`config.mk`:
```
export PLATFORM = sky130hd
export DESIGN_NAME = mts_torque_speed
export DESIGN_NICKNAME = d
export VERILOG_FILES = /design/src/verilog/mts_pkg.sv /design/src/verilog/mts_torque_speed.sv
export SDC_FILE = /design/constraint.sdc
export NUM_CORES = 2
export LEC_CHECK = 0
export CORE_MARGIN = 4
export CORE_UTILIZATION = 60
export CTS_CLUSTER_SIZE = 30
export DETAILED_ROUTE_END_ITERATION = 8
export DONT_BUFFER_PORTS = 1
export PLACE_DENSITY_LB_ADDON = 0.08
export SLEW_MARGIN = 10
export SYNTH_ARGS = -nofsm -noshare
export SYNTH_HDL_FRONTEND = slang
export SYNTH_SLANG_ARGS = --single-unit
```
`constraint.sdc`:
```
create_clock -name pclk -period 102.2 [get_ports pclk]
set_input_delay 5.11 -clock pclk [delete_from_list [all_inputs] [get_ports pclk]]
set_output_delay 5.11 -clock pclk [all_outputs]
set_load 0.05 [all_outputs]
```
`src/verilog/mts_pkg.sv`:
```
// constants for the torque limit and speed select block
package mts_pkg;

  // ----------------------------------------------------------------
  // register offsets (byte addresses)
  // ----------------------------------------------------------------
  localparam logic [11:0] OFS_CTRL      = 12'h000;
  localparam logic [11:0] OFS_AGAIN     = 12'h004;
  localparam logic [11:0] OFS_AOFFS     = 12'h008;
  localparam logic [11:0] OFS_AMAX      = 12'h00c;
  localparam logic [11:0] OFS_STATUS    = 12'h010;
  localparam logic [11:0] OFS_DATA_BASE = 12'h100;
  localparam logic [11:0] OFS_DATA_END  = 12'h17c;

  // ----------------------------------------------------------------
  // field positions
  // ----------------------------------------------------------------
  localparam int CTRL_DIR_BIT  = 0;
  localparam int CTRL_SRC_LSB  = 1;
  localparam int CTRL_RSET_BIT = 3;
  localparam int CTRL_MAP_LSB  = 4;
  localparam int DS_TQ_LSB     = 16;
  localparam int DS_DEC_LSB    = 8;
  localparam int ST_TQ_LSB     = 12;
  localparam int ST_EN_BIT     = 21;
  localparam int ST_HIT_BIT    = 22;
  localparam int ST_RUN_BIT    = 23;
  localparam int ST_DIR_BIT    = 24;
  localparam int ST_SEL_LSB    = 25;

  // ----------------------------------------------------------------
  // command source selection values
  // ----------------------------------------------------------------
  localparam logic [1:0] SRC_DIGITAL    = 2'h0;
  localparam logic [1:0] SRC_SPEED_NO1  = 2'h1;
  localparam logic [1:0] SRC_SPEED_ALL  = 2'h2;
  localparam logic [1:0] SRC_TORQUE_ANA = 2'h3;
  localparam logic [3:0] DATA_NO1       = 4'h1;

  // ----------------------------------------------------------------
  // reset values
  // ----------------------------------------------------------------
  localparam logic       RST_DIR_CW = 1'h1;
  localparam logic [8:0] RST_AGAIN  = 9'h041;
  localparam logic [8:0] RST_AOFFS  = 9'h000;
  localparam logic [8:0] RST_AMAX   = 9'h12c;
  localparam logic [11:0] RST_SPEED = 12'h032;
  localparam logic [8:0] RST_TQ     = 9'h12c;
  localparam logic [7:0] RST_RAMP   = 8'h05;

  // ----------------------------------------------------------------
  // scaling and timing
  // ----------------------------------------------------------------
  localparam logic [8:0]  TQ_MAX_INST   = 9'h12c;
  localparam logic [11:0] RATED_RPM     = 12'hbb8;
  localparam int          MV_PER_VOLT   = 1000;
  localparam int          MS_PER_TENTH  = 100;
  localparam int          FRAC_BITS     = 16;
  localparam int          CLK_PERIOD_NS = 40;
  localparam int          RAMP_TICK_NS  = 1000000;
  localparam int          BLINK_NS      = 500000000;
  localparam int          RAMP_TICK_CYC = RAMP_TICK_NS / CLK_PERIOD_NS;
  localparam int          BLINK_CYC     = BLINK_NS / CLK_PERIOD_NS;

endpackage

```
`src/verilog/mts_torque_speed.sv`:
```
// torque limiting, operation data select and speed ramp with apb registers
//
// The placing of the registers and the APB interface to the registers were left to the implementer.
`timescale 1ns/1ns

module mts_torque_speed
  import mts_pkg::*;
#(
  parameter int RAMP_TICK = RAMP_TICK_CYC,
  parameter int BLINK_TICK = BLINK_CYC
) (
  // clock and reset
  input  wire logic        pclk,
  input  wire logic        presetn,
  // apb slave
  input  wire logic        psel,
  input  wire logic        penable,
  input  wire logic        pwrite,
  input  wire logic [11:0] paddr,
  input  wire logic [31:0] pwdata,
  output logic             pready,
  output logic [31:0]      prdata,
  output logic             pslverr,
  // input terminals
  input  wire logic        forward_run_input,
  input  wire logic        reverse_run_input,
  input  wire logic        data_select_bit_zero,
  input  wire logic        data_select_bit_one,
  input  wire logic        data_select_bit_two,
  input  wire logic        data_select_bit_three,
  input  wire logic [3:0]  torque_limit_gate_input,
  // analog front end and motor feedback
  input  wire logic [13:0] analog_limit_mv,
  input  wire logic [11:0] analog_speed_rpm,
  input  wire logic [8:0]  motor_torque_pct,
  // local panel
  input  wire logic        panel_local,
  input  wire logic        panel_run,
  input  wire logic        panel_dir_key,
  // motor command, status and panel display outputs
  output logic [11:0]      speed_cmd,
  output logic [8:0]       torque_cap,
  output logic             torque_limit_enable,
  output logic             torque_limit_reached_output,
  output logic             rotate_cw,
  output logic             running,
  output logic             panel_dir_show,
  output logic             panel_dir_is_rev
);

  // ----------------------------------------------------------------
  // functions
  // ----------------------------------------------------------------
  function automatic logic [8:0] analog_limit(input logic [13:0] mv,
      input logic [8:0] gain, input logic [8:0] offs, input logic [8:0] mx);
    logic [22:0]        prod;
    logic signed [15:0] sum;
    prod = 23'(gain) * 23'(mv);
    sum  = 16'(prod / 23'(MV_PER_VOLT)) + 16'($signed(offs));
    if (sum < 16'sh0000)
      analog_limit = 9'h000;
    else if (sum > $signed({7'h00, mx}))
      analog_limit = mx;
    else
      analog_limit = sum[8:0];
  endfunction

  function automatic logic [27:0] ramp_step(input logic [11:0] ref_rpm,
      input logic [7:0] tenths);
    logic [27:0] den;
    den = 28'(tenths) * 28'(MS_PER_TENTH);
    if (tenths == 8'h00)
      ramp_step = {RATED_RPM, 16'h0000};
    else if (ref_rpm == 12'h000)
      ramp_step = 28'h0000001;
    else
      ramp_step = {ref_rpm, 16'h0000} / den;
  endfunction

  // ----------------------------------------------------------------
  // registers
  // ----------------------------------------------------------------
  logic        dir_cw_q;
  logic [1:0]  src_q;
  logic        ramp_set_q;
  logic [3:0]  gate_map_q;
  logic [8:0]  again_q;
  logic [8:0]  aoffs_q;
  logic [8:0]  amax_q;
  logic [11:0] ds_speed_q [16];
  logic [8:0]  ds_tq_q    [16];
  logic [7:0]  ds_acc_q   [16];
  logic [7:0]  ds_dec_q   [16];

  logic        wr_en;
  logic        rd_en;
  logic        in_data;
  logic [3:0]  data_idx;
  logic        mapped;
  logic [31:0] rd_val;
  logic [31:0] status_w;

  assign wr_en    = psel & penable & pready & pwrite;
  assign rd_en    = psel & ~penable;
  assign in_data  = paddr >= OFS_DATA_BASE && paddr <= OFS_DATA_END;
  assign data_idx = 4'(paddr[11:3] - OFS_DATA_BASE[11:3]);

  // writes take effect at the access edge only
  always_ff @(posedge pclk or negedge presetn) begin
    if (!presetn) begin
      dir_cw_q   <= RST_DIR_CW;
      src_q      <= SRC_DIGITAL;
      ramp_set_q <= 1'b0;
      gate_map_q <= 4'h0;
      again_q    <= RST_AGAIN;
      aoffs_q    <= RST_AOFFS;
      amax_q     <= RST_AMAX;
    end else if (wr_en && !pslverr) begin
      unique case (paddr)
        OFS_CTRL: begin
          dir_cw_q   <= pwdata[CTRL_DIR_BIT];
          src_q      <= pwdata[CTRL_SRC_LSB +: 2];
          ramp_set_q <= pwdata[CTRL_RSET_BIT];
          gate_map_q <= pwdata[CTRL_MAP_LSB +: 4];
        end
        OFS_AGAIN: again_q <= pwdata[8:0];
        OFS_AOFFS: aoffs_q <= pwdata[8:0];
        OFS_AMAX:  amax_q  <= pwdata[8:0];
        default: ;
      endcase
    end
  end

  // operation data sets, two words each
  always_ff @(posedge pclk or negedge presetn) begin
    if (!presetn) begin
      for (int i = 0; i < 16; i++) begin
        ds_speed_q[i] <= RST_SPEED;
        ds_tq_q[i]    <= RST_TQ;
        ds_acc_q[i]   <= RST_RAMP;
        ds_dec_q[i]   <= RST_RAMP;
      end
    end else if (wr_en && in_data && !pslverr) begin
      if (!paddr[2]) begin
        ds_speed_q[data_idx] <= pwdata[11:0];
        ds_tq_q[data_idx]    <= pwdata[DS_TQ_LSB +: 9];
      end else begin
        ds_acc_q[data_idx] <= pwdata[7:0];
        ds_dec_q[data_idx] <= pwdata[DS_DEC_LSB +: 8];
      end
    end
  end

  // ----------------------------------------------------------------
  // apb read path, one wait-free access phase
  // ----------------------------------------------------------------
  always_comb begin
    mapped = 1'b1;
    rd_val = 32'h0000_0000;
    if (in_data && !paddr[2])
      rd_val = {7'h00, ds_tq_q[data_idx], 4'h0, ds_speed_q[data_idx]};
    else if (in_data)
      rd_val = {16'h0000, ds_dec_q[data_idx], ds_acc_q[data_idx]};
    else if (paddr == OFS_CTRL)
      rd_val = {24'h0, gate_map_q, ramp_set_q, src_q, dir_cw_q};
    else if (paddr == OFS_AGAIN)
      rd_val = {23'h0, again_q};
    else if (paddr == OFS_AOFFS)
      rd_val = {23'h0, aoffs_q};
    else if (paddr == OFS_AMAX)
      rd_val = {23'h0, amax_q};
    else if (paddr == OFS_STATUS)
      rd_val = status_w;
    else
      mapped = 1'b0;
    if (paddr[1:0] != 2'h0)
      mapped = 1'b0;
  end

  // the answer is prepared in setup so the access phase ends at once
  always_ff @(posedge pclk or negedge presetn) begin
    if (!presetn) begin
      pready  <= 1'b0;
      prdata  <= 32'h0000_0000;
      pslverr <= 1'b0;
    end else begin
      pready  <= rd_en;
      pslverr <= rd_en & ~mapped;
      if (rd_en)
        prdata <= (mapped && !pwrite) ? rd_val : 32'h0000_0000;
    end
  end

  // ----------------------------------------------------------------
  // data selection and torque limit
  // ----------------------------------------------------------------
  logic [3:0]  sel;
  logic        gate_on;
  logic        fwd_on;
  logic        rev_on;
  logic [8:0]  sel_limit;
  logic [11:0] sel_speed;
  logic [8:0]  cap_d;

  assign sel = {data_select_bit_three, data_select_bit_two,
                data_select_bit_one, data_select_bit_zero};
  // an unmapped terminal reads as on so an empty map is always on
  assign gate_on = &(torque_limit_gate_input | ~gate_map_q);
  assign sel_limit = (src_q == SRC_TORQUE_ANA)
                   ? analog_limit(analog_limit_mv, again_q, aoffs_q,
                                  amax_q)
                   : ds_tq_q[sel];
  assign sel_speed = (src_q == SRC_SPEED_ALL ||
                     (src_q == SRC_SPEED_NO1 && sel == DATA_NO1))
                   ? analog_speed_rpm : ds_speed_q[sel];
  assign cap_d = gate_on ? sel_limit : TQ_MAX_INST;

  always_ff @(posedge pclk or negedge presetn) begin
    if (!presetn) begin
      torque_cap                  <= TQ_MAX_INST;
      torque_limit_enable         <= 1'b0;
      torque_limit_reached_output <= 1'b0;
    end else begin
      torque_cap          <= cap_d;
      torque_limit_enable <= gate_on;
      torque_limit_reached_output <= gate_on &&
                                     motor_torque_pct >= cap_d;
    end
  end

  // ----------------------------------------------------------------
  // run demand, direction and local panel
  // ----------------------------------------------------------------
  logic        panel_rev_q;
  logic        demand;
  logic        want_cw;
  logic        stopped;
  logic [27:0] speed_fx_q;
  logic [31:0] blink_cnt_q;

  assign stopped = speed_fx_q == 28'h0000000;
  // in remote both inputs on means stop; direction from the parameter
  assign fwd_on = panel_local ? panel_run & ~panel_rev_q
                              : forward_run_input & ~reverse_run_input;
  assign rev_on = panel_local ? panel_run & panel_rev_q
                              : reverse_run_input & ~forward_run_input;
  assign demand  = fwd_on | rev_on;
  assign want_cw = fwd_on ? dir_cw_q : ~dir_cw_q;

  // the key only flips direction at standstill to avoid plugging
  always_ff @(posedge pclk or negedge presetn) begin
    if (!presetn)
      panel_rev_q <= 1'b0;
    else if (panel_local && stopped && panel_dir_key)
      panel_rev_q <= ~panel_rev_q;
  end

  always_ff @(posedge pclk or negedge presetn) begin
    if (!presetn) begin
      blink_cnt_q    <= 32'h0000_0000;
      panel_dir_show <= 1'b0;
    end else if (!(panel_local && stopped)) begin
      blink_cnt_q    <= 32'h0000_0000;
      panel_dir_show <= panel_local;
    end else if (blink_cnt_q == 32'(BLINK_TICK - 1)) begin
      blink_cnt_q    <= 32'h0000_0000;
      panel_dir_show <= ~panel_dir_show;
    end else begin
      blink_cnt_q <= blink_cnt_q + 32'h0000_0001;
    end
  end

  always_ff @(posedge pclk or negedge presetn) begin
    if (!presetn)
      panel_dir_is_rev <= 1'b0;
    else
      panel_dir_is_rev <= panel_rev_q;
  end

  // ----------------------------------------------------------------
  // speed ramp, one step per millisecond tick
  // ----------------------------------------------------------------
  logic [31:0] tick_cnt_q;
  logic        tick;
  logic        rev_pending;
  logic [11:0] target;
  logic [27:0] target_fx;
  logic [11:0] ramp_ref;
  logic [27:0] step;

  assign tick = tick_cnt_q == 32'(RAMP_TICK - 1);
  // a reversal first brings the motor to rest in the old direction
  assign rev_pending = demand && !stopped && want_cw != rotate_cw;
  assign target = (demand && !rev_pending) ? sel_speed : 12'h000;
  assign target_fx = {target, 16'h0000};
  assign ramp_ref = ramp_set_q ? ds_speed_q[sel] : RATED_RPM;
  assign step = ramp_step(ramp_ref, (target_fx > speed_fx_q)
                          ? ds_acc_q[sel] : ds_dec_q[sel]);

  always_ff @(posedge pclk or negedge presetn) begin
    if (!presetn)
      tick_cnt_q <= 32'h0000_0000;
    else if (tick)
      tick_cnt_q <= 32'h0000_0000;
    else
      tick_cnt_q <= tick_cnt_q + 32'h0000_0001;
  end

  always_ff @(posedge pclk or negedge presetn) begin
    if (!presetn)
      speed_fx_q <= 28'h0000000;
    else if (tick && target_fx > speed_fx_q)
      speed_fx_q <= (target_fx - speed_fx_q > step)
                  ? speed_fx_q + step : target_fx;
    else if (tick && target_fx < speed_fx_q)
      speed_fx_q <= (speed_fx_q - target_fx > step)
                  ? speed_fx_q - step : target_fx;
  end

  always_ff @(posedge pclk or negedge presetn) begin
    if (!presetn)
      rotate_cw <= RST_DIR_CW;
    else if (stopped && demand)
      rotate_cw <= want_cw;
  end

  always_ff @(posedge pclk or negedge presetn) begin
    if (!presetn) begin
      speed_cmd <= 12'h000;
      running   <= 1'b0;
    end else begin
      speed_cmd <= speed_fx_q[27:FRAC_BITS];
      running   <= !stopped;
    end
  end

  assign status_w = {3'h0, sel, rotate_cw, running,
                     torque_limit_reached_output, torque_limit_enable,
                     torque_cap, speed_cmd};
endmodule

```
==> out/metrics.yaml <==
status: "finished, violations left"
failed_checks: "max-slew violations"
cts_tree: "built"
hold_path.class: "reg -> reg"
synth-edff-count: 0
synth_compound_area_share_pct: 15.4
hold_viol: 0
async_reset_ff_share_pct: 100
syn_avg_cell_area_um2: 9.92
period_share_pct: 88.0
grt_start_max_net_pins: 779
synth_adder_area_share_pct: 10.8
clk_latency_ps: 700
synth-simple-area-share_pct: 13.2
ys.flop_type: "dfrtp_1"
antenna_found_initial: 6
ys_seq_area_share_pct: 28.0
vias_per_cell: 6.75
critPathMaxFanout: 35
drive_gt1_share_pct: 23.2
cts_hold_buf: 0
gr-total-overflow: 0
final_nets: 7515
max_stage_delay_ps: 920
cts_setup_buffers: 0
fin_setup_tns_ps: 0
drtIter0Drc: 5046
drc: 0
routed-via-count: 57230
syn-cell-area_mm2: 0.0704
setup_viol: 0
startpoint: "data_select_bit_two"
ant_nets: 0
fp.dieW_um: 350
drv_cap: 0
grt_pass1_vias: 56284
cpMaxStageDelayCell: "and2_1"
synth_xor_area_share_pct: 4.66
skew_ps: 52.7
track_usage_pct: 34.6
period_needed_ps: 89900
clkTransAtPathRegs_ps: 60
setup.worst_path.end_class: "register"
first_pass_iters: 7
rsz0062_at_grt: "no"
tightest_slew_ps: 3360
cp_data_arrival_time_ps: 90460
area.growth.synth_to_final_pct: 6.18
cts-root-buf: "clkbuf_16"
reg2reg_slack_ps: 15070
core-area_mm2: 0.116
gp_congestion: 0.956
dieArea_mm2: 0.123
cts_max_level: 3
crit_top_cell: "a21o_1"
fmax_mhz: 11.1
slew_headroom_pct: -124
routed_wl_mm: 215
ios: 158
r2r_start: "speed_fx_q[2]"
required_ps: 102760
rows: 125
yosysWarnings: 0
muxShareOfSynthArea_pct: 24.1
synth_seq_cells: 778
port_buffers: 0
slew_viol_final: 446
dp_hpwl_mm: 149
synth_top_family_by_area: "multiplexers"
cts_buffer_depth: 3
die_y_um: 350
clock-sinks: 778
post_drt_wl_per_cell_um: 25.3
syn-instance-count: 7095
cts_buffers: 86
cp-start-kind: "primary input"
crit_type: "in -> reg"
yosysUniqueCellTypes: 133
initial_core_util_pct: 60.5
ctsResizeCount: 0
hold_start: "panel_rev_q"
grt_pass1_wl_mm: 331
cell usage in the layout, fill, tap and decap left out, types with 247 or more instances in the layout:
| cell type | n |
|---|---|
| mux2_2 | 701 |
| ha_1 | 451 |
| xnor2_1 | 247 |
| nor2_1 | 454 |
| mux4_2 | 352 |
| inv_1 | 320 |
| a21oi_1 | 402 |
| dfrtp_1 | 590 |
| nand2_1 | 560 |
| o21ai_0 | 314 |
registers in the layout, summed over array words and instances (netlist names), 12 cells and up:
name         flops
blink_cnt_q     32
ds_acc_q       128
ds_dec_q       128
ds_speed_q     192
ds_tq_q        144
prdata          29
speed_cmd       12
speed_fx_q      28
tick_cnt_q      32
worst paths after layout:
kind                                    end  depth (start not counted)
max                          speed_fx_q[23]                        340
min                        panel_dir_is_rev                          0
max reg2reg                  speed_fx_q[23]                        343
min reg2reg                panel_dir_is_rev                          0
max in group asynchronous     speed_fx_q[7]                          0
min in group asynchronous       ds_tq_q[58]                          0
Yosys cell counts (all sizes together), types with 44 or more instances:
master  instances  area (um2)
xnor2         247        2160
nand2b         84         526
nand3         156         786
a31oi          55         344
dfstp         188        4940
fa             92        1840
nor2b          75         469
inv           328        1230
and3           46         288
nor3          122         637
o21a           56         420
mux2i          95         980
nand4          73         469
a211oi         48         380
o21ai         344        1750
or2            44         278
and2           93         582
xor2          122        1070
clkbuf        235         882
mux4          352        7930
nor2          490        1850
o21bai         75         563
mux2          714        8040
a21oi         406        2050
ha            451        5640
nand2         561        2110
a21o          188        1410
buf           128         583
dfrtp         590       14800
worst max-delay path: cells and delay by family:
kind / cells / cell delay, ps
and+or+nand+nor: 98 / 25240
buffers and inverters: 16 / 4770
adders and majority gates: 32 / 11270
muxes: 11 / 4300
AOI/OAI and AO/OA: 183 / 39540
routing by layer:
metal | wire (um) | part of all wire, % | track usage (%) | vias up
met3 | 16200 | 7.5 | 6.18 | 548
met2 | 99900 | 47 | 56.7 | 2114
met1 | 87400 | 41 | 45.3 | 28596
met5 | 25 | 0.012 | 0 | -
met4 | 11000 | 5.1 | 15.5 | 4
li1 | - | - | - | 25968
cell type report:
class	count	area [um2]
antenna	3	7.51
clock buffer	113	2460
clock inverter	48	783
fill	9466	41700
inverter	333	1250
multi-input combinational	5623	48200
sequential	778	19700
tap	1524	1910
timing repair buffer	53	398
logic make-up after synthesis:
| logic type | after synthesis |
|---|---|
| and+or+nand+nor | 1915 |
| AOI/OAI and AO/OA | 1621 |
| muxes | 1161 |
| DFF | 778 |
| buffers and inverters | 696 |
| adders and majority gates | 552 |
| xor gates and xnor gates | 371 |
| other | 1 |
stage by stage:
step | hold slack [ps] | cells | worst slack [ps] | utilization (%) | cell area, um2
detailed placement | 398 | 8311 | 13490 | 61.4 | 71400
global placement | 393 | 8311 | 14240 | 61.4 | 71400
global route | 426 | 8474 | 6410 | 64.2 | 74700
finish | 409 | 8475 | 12300 | 64.2 | 74700
CTS | 411 | 8472 | 13920 | 64.2 | 74700
floorplan | 385 | 7097 | 23630 | - | 70400
Power is not shown: default switching activity piles up to over one toggle a cycle in this logic, so the estimate is an artifact.
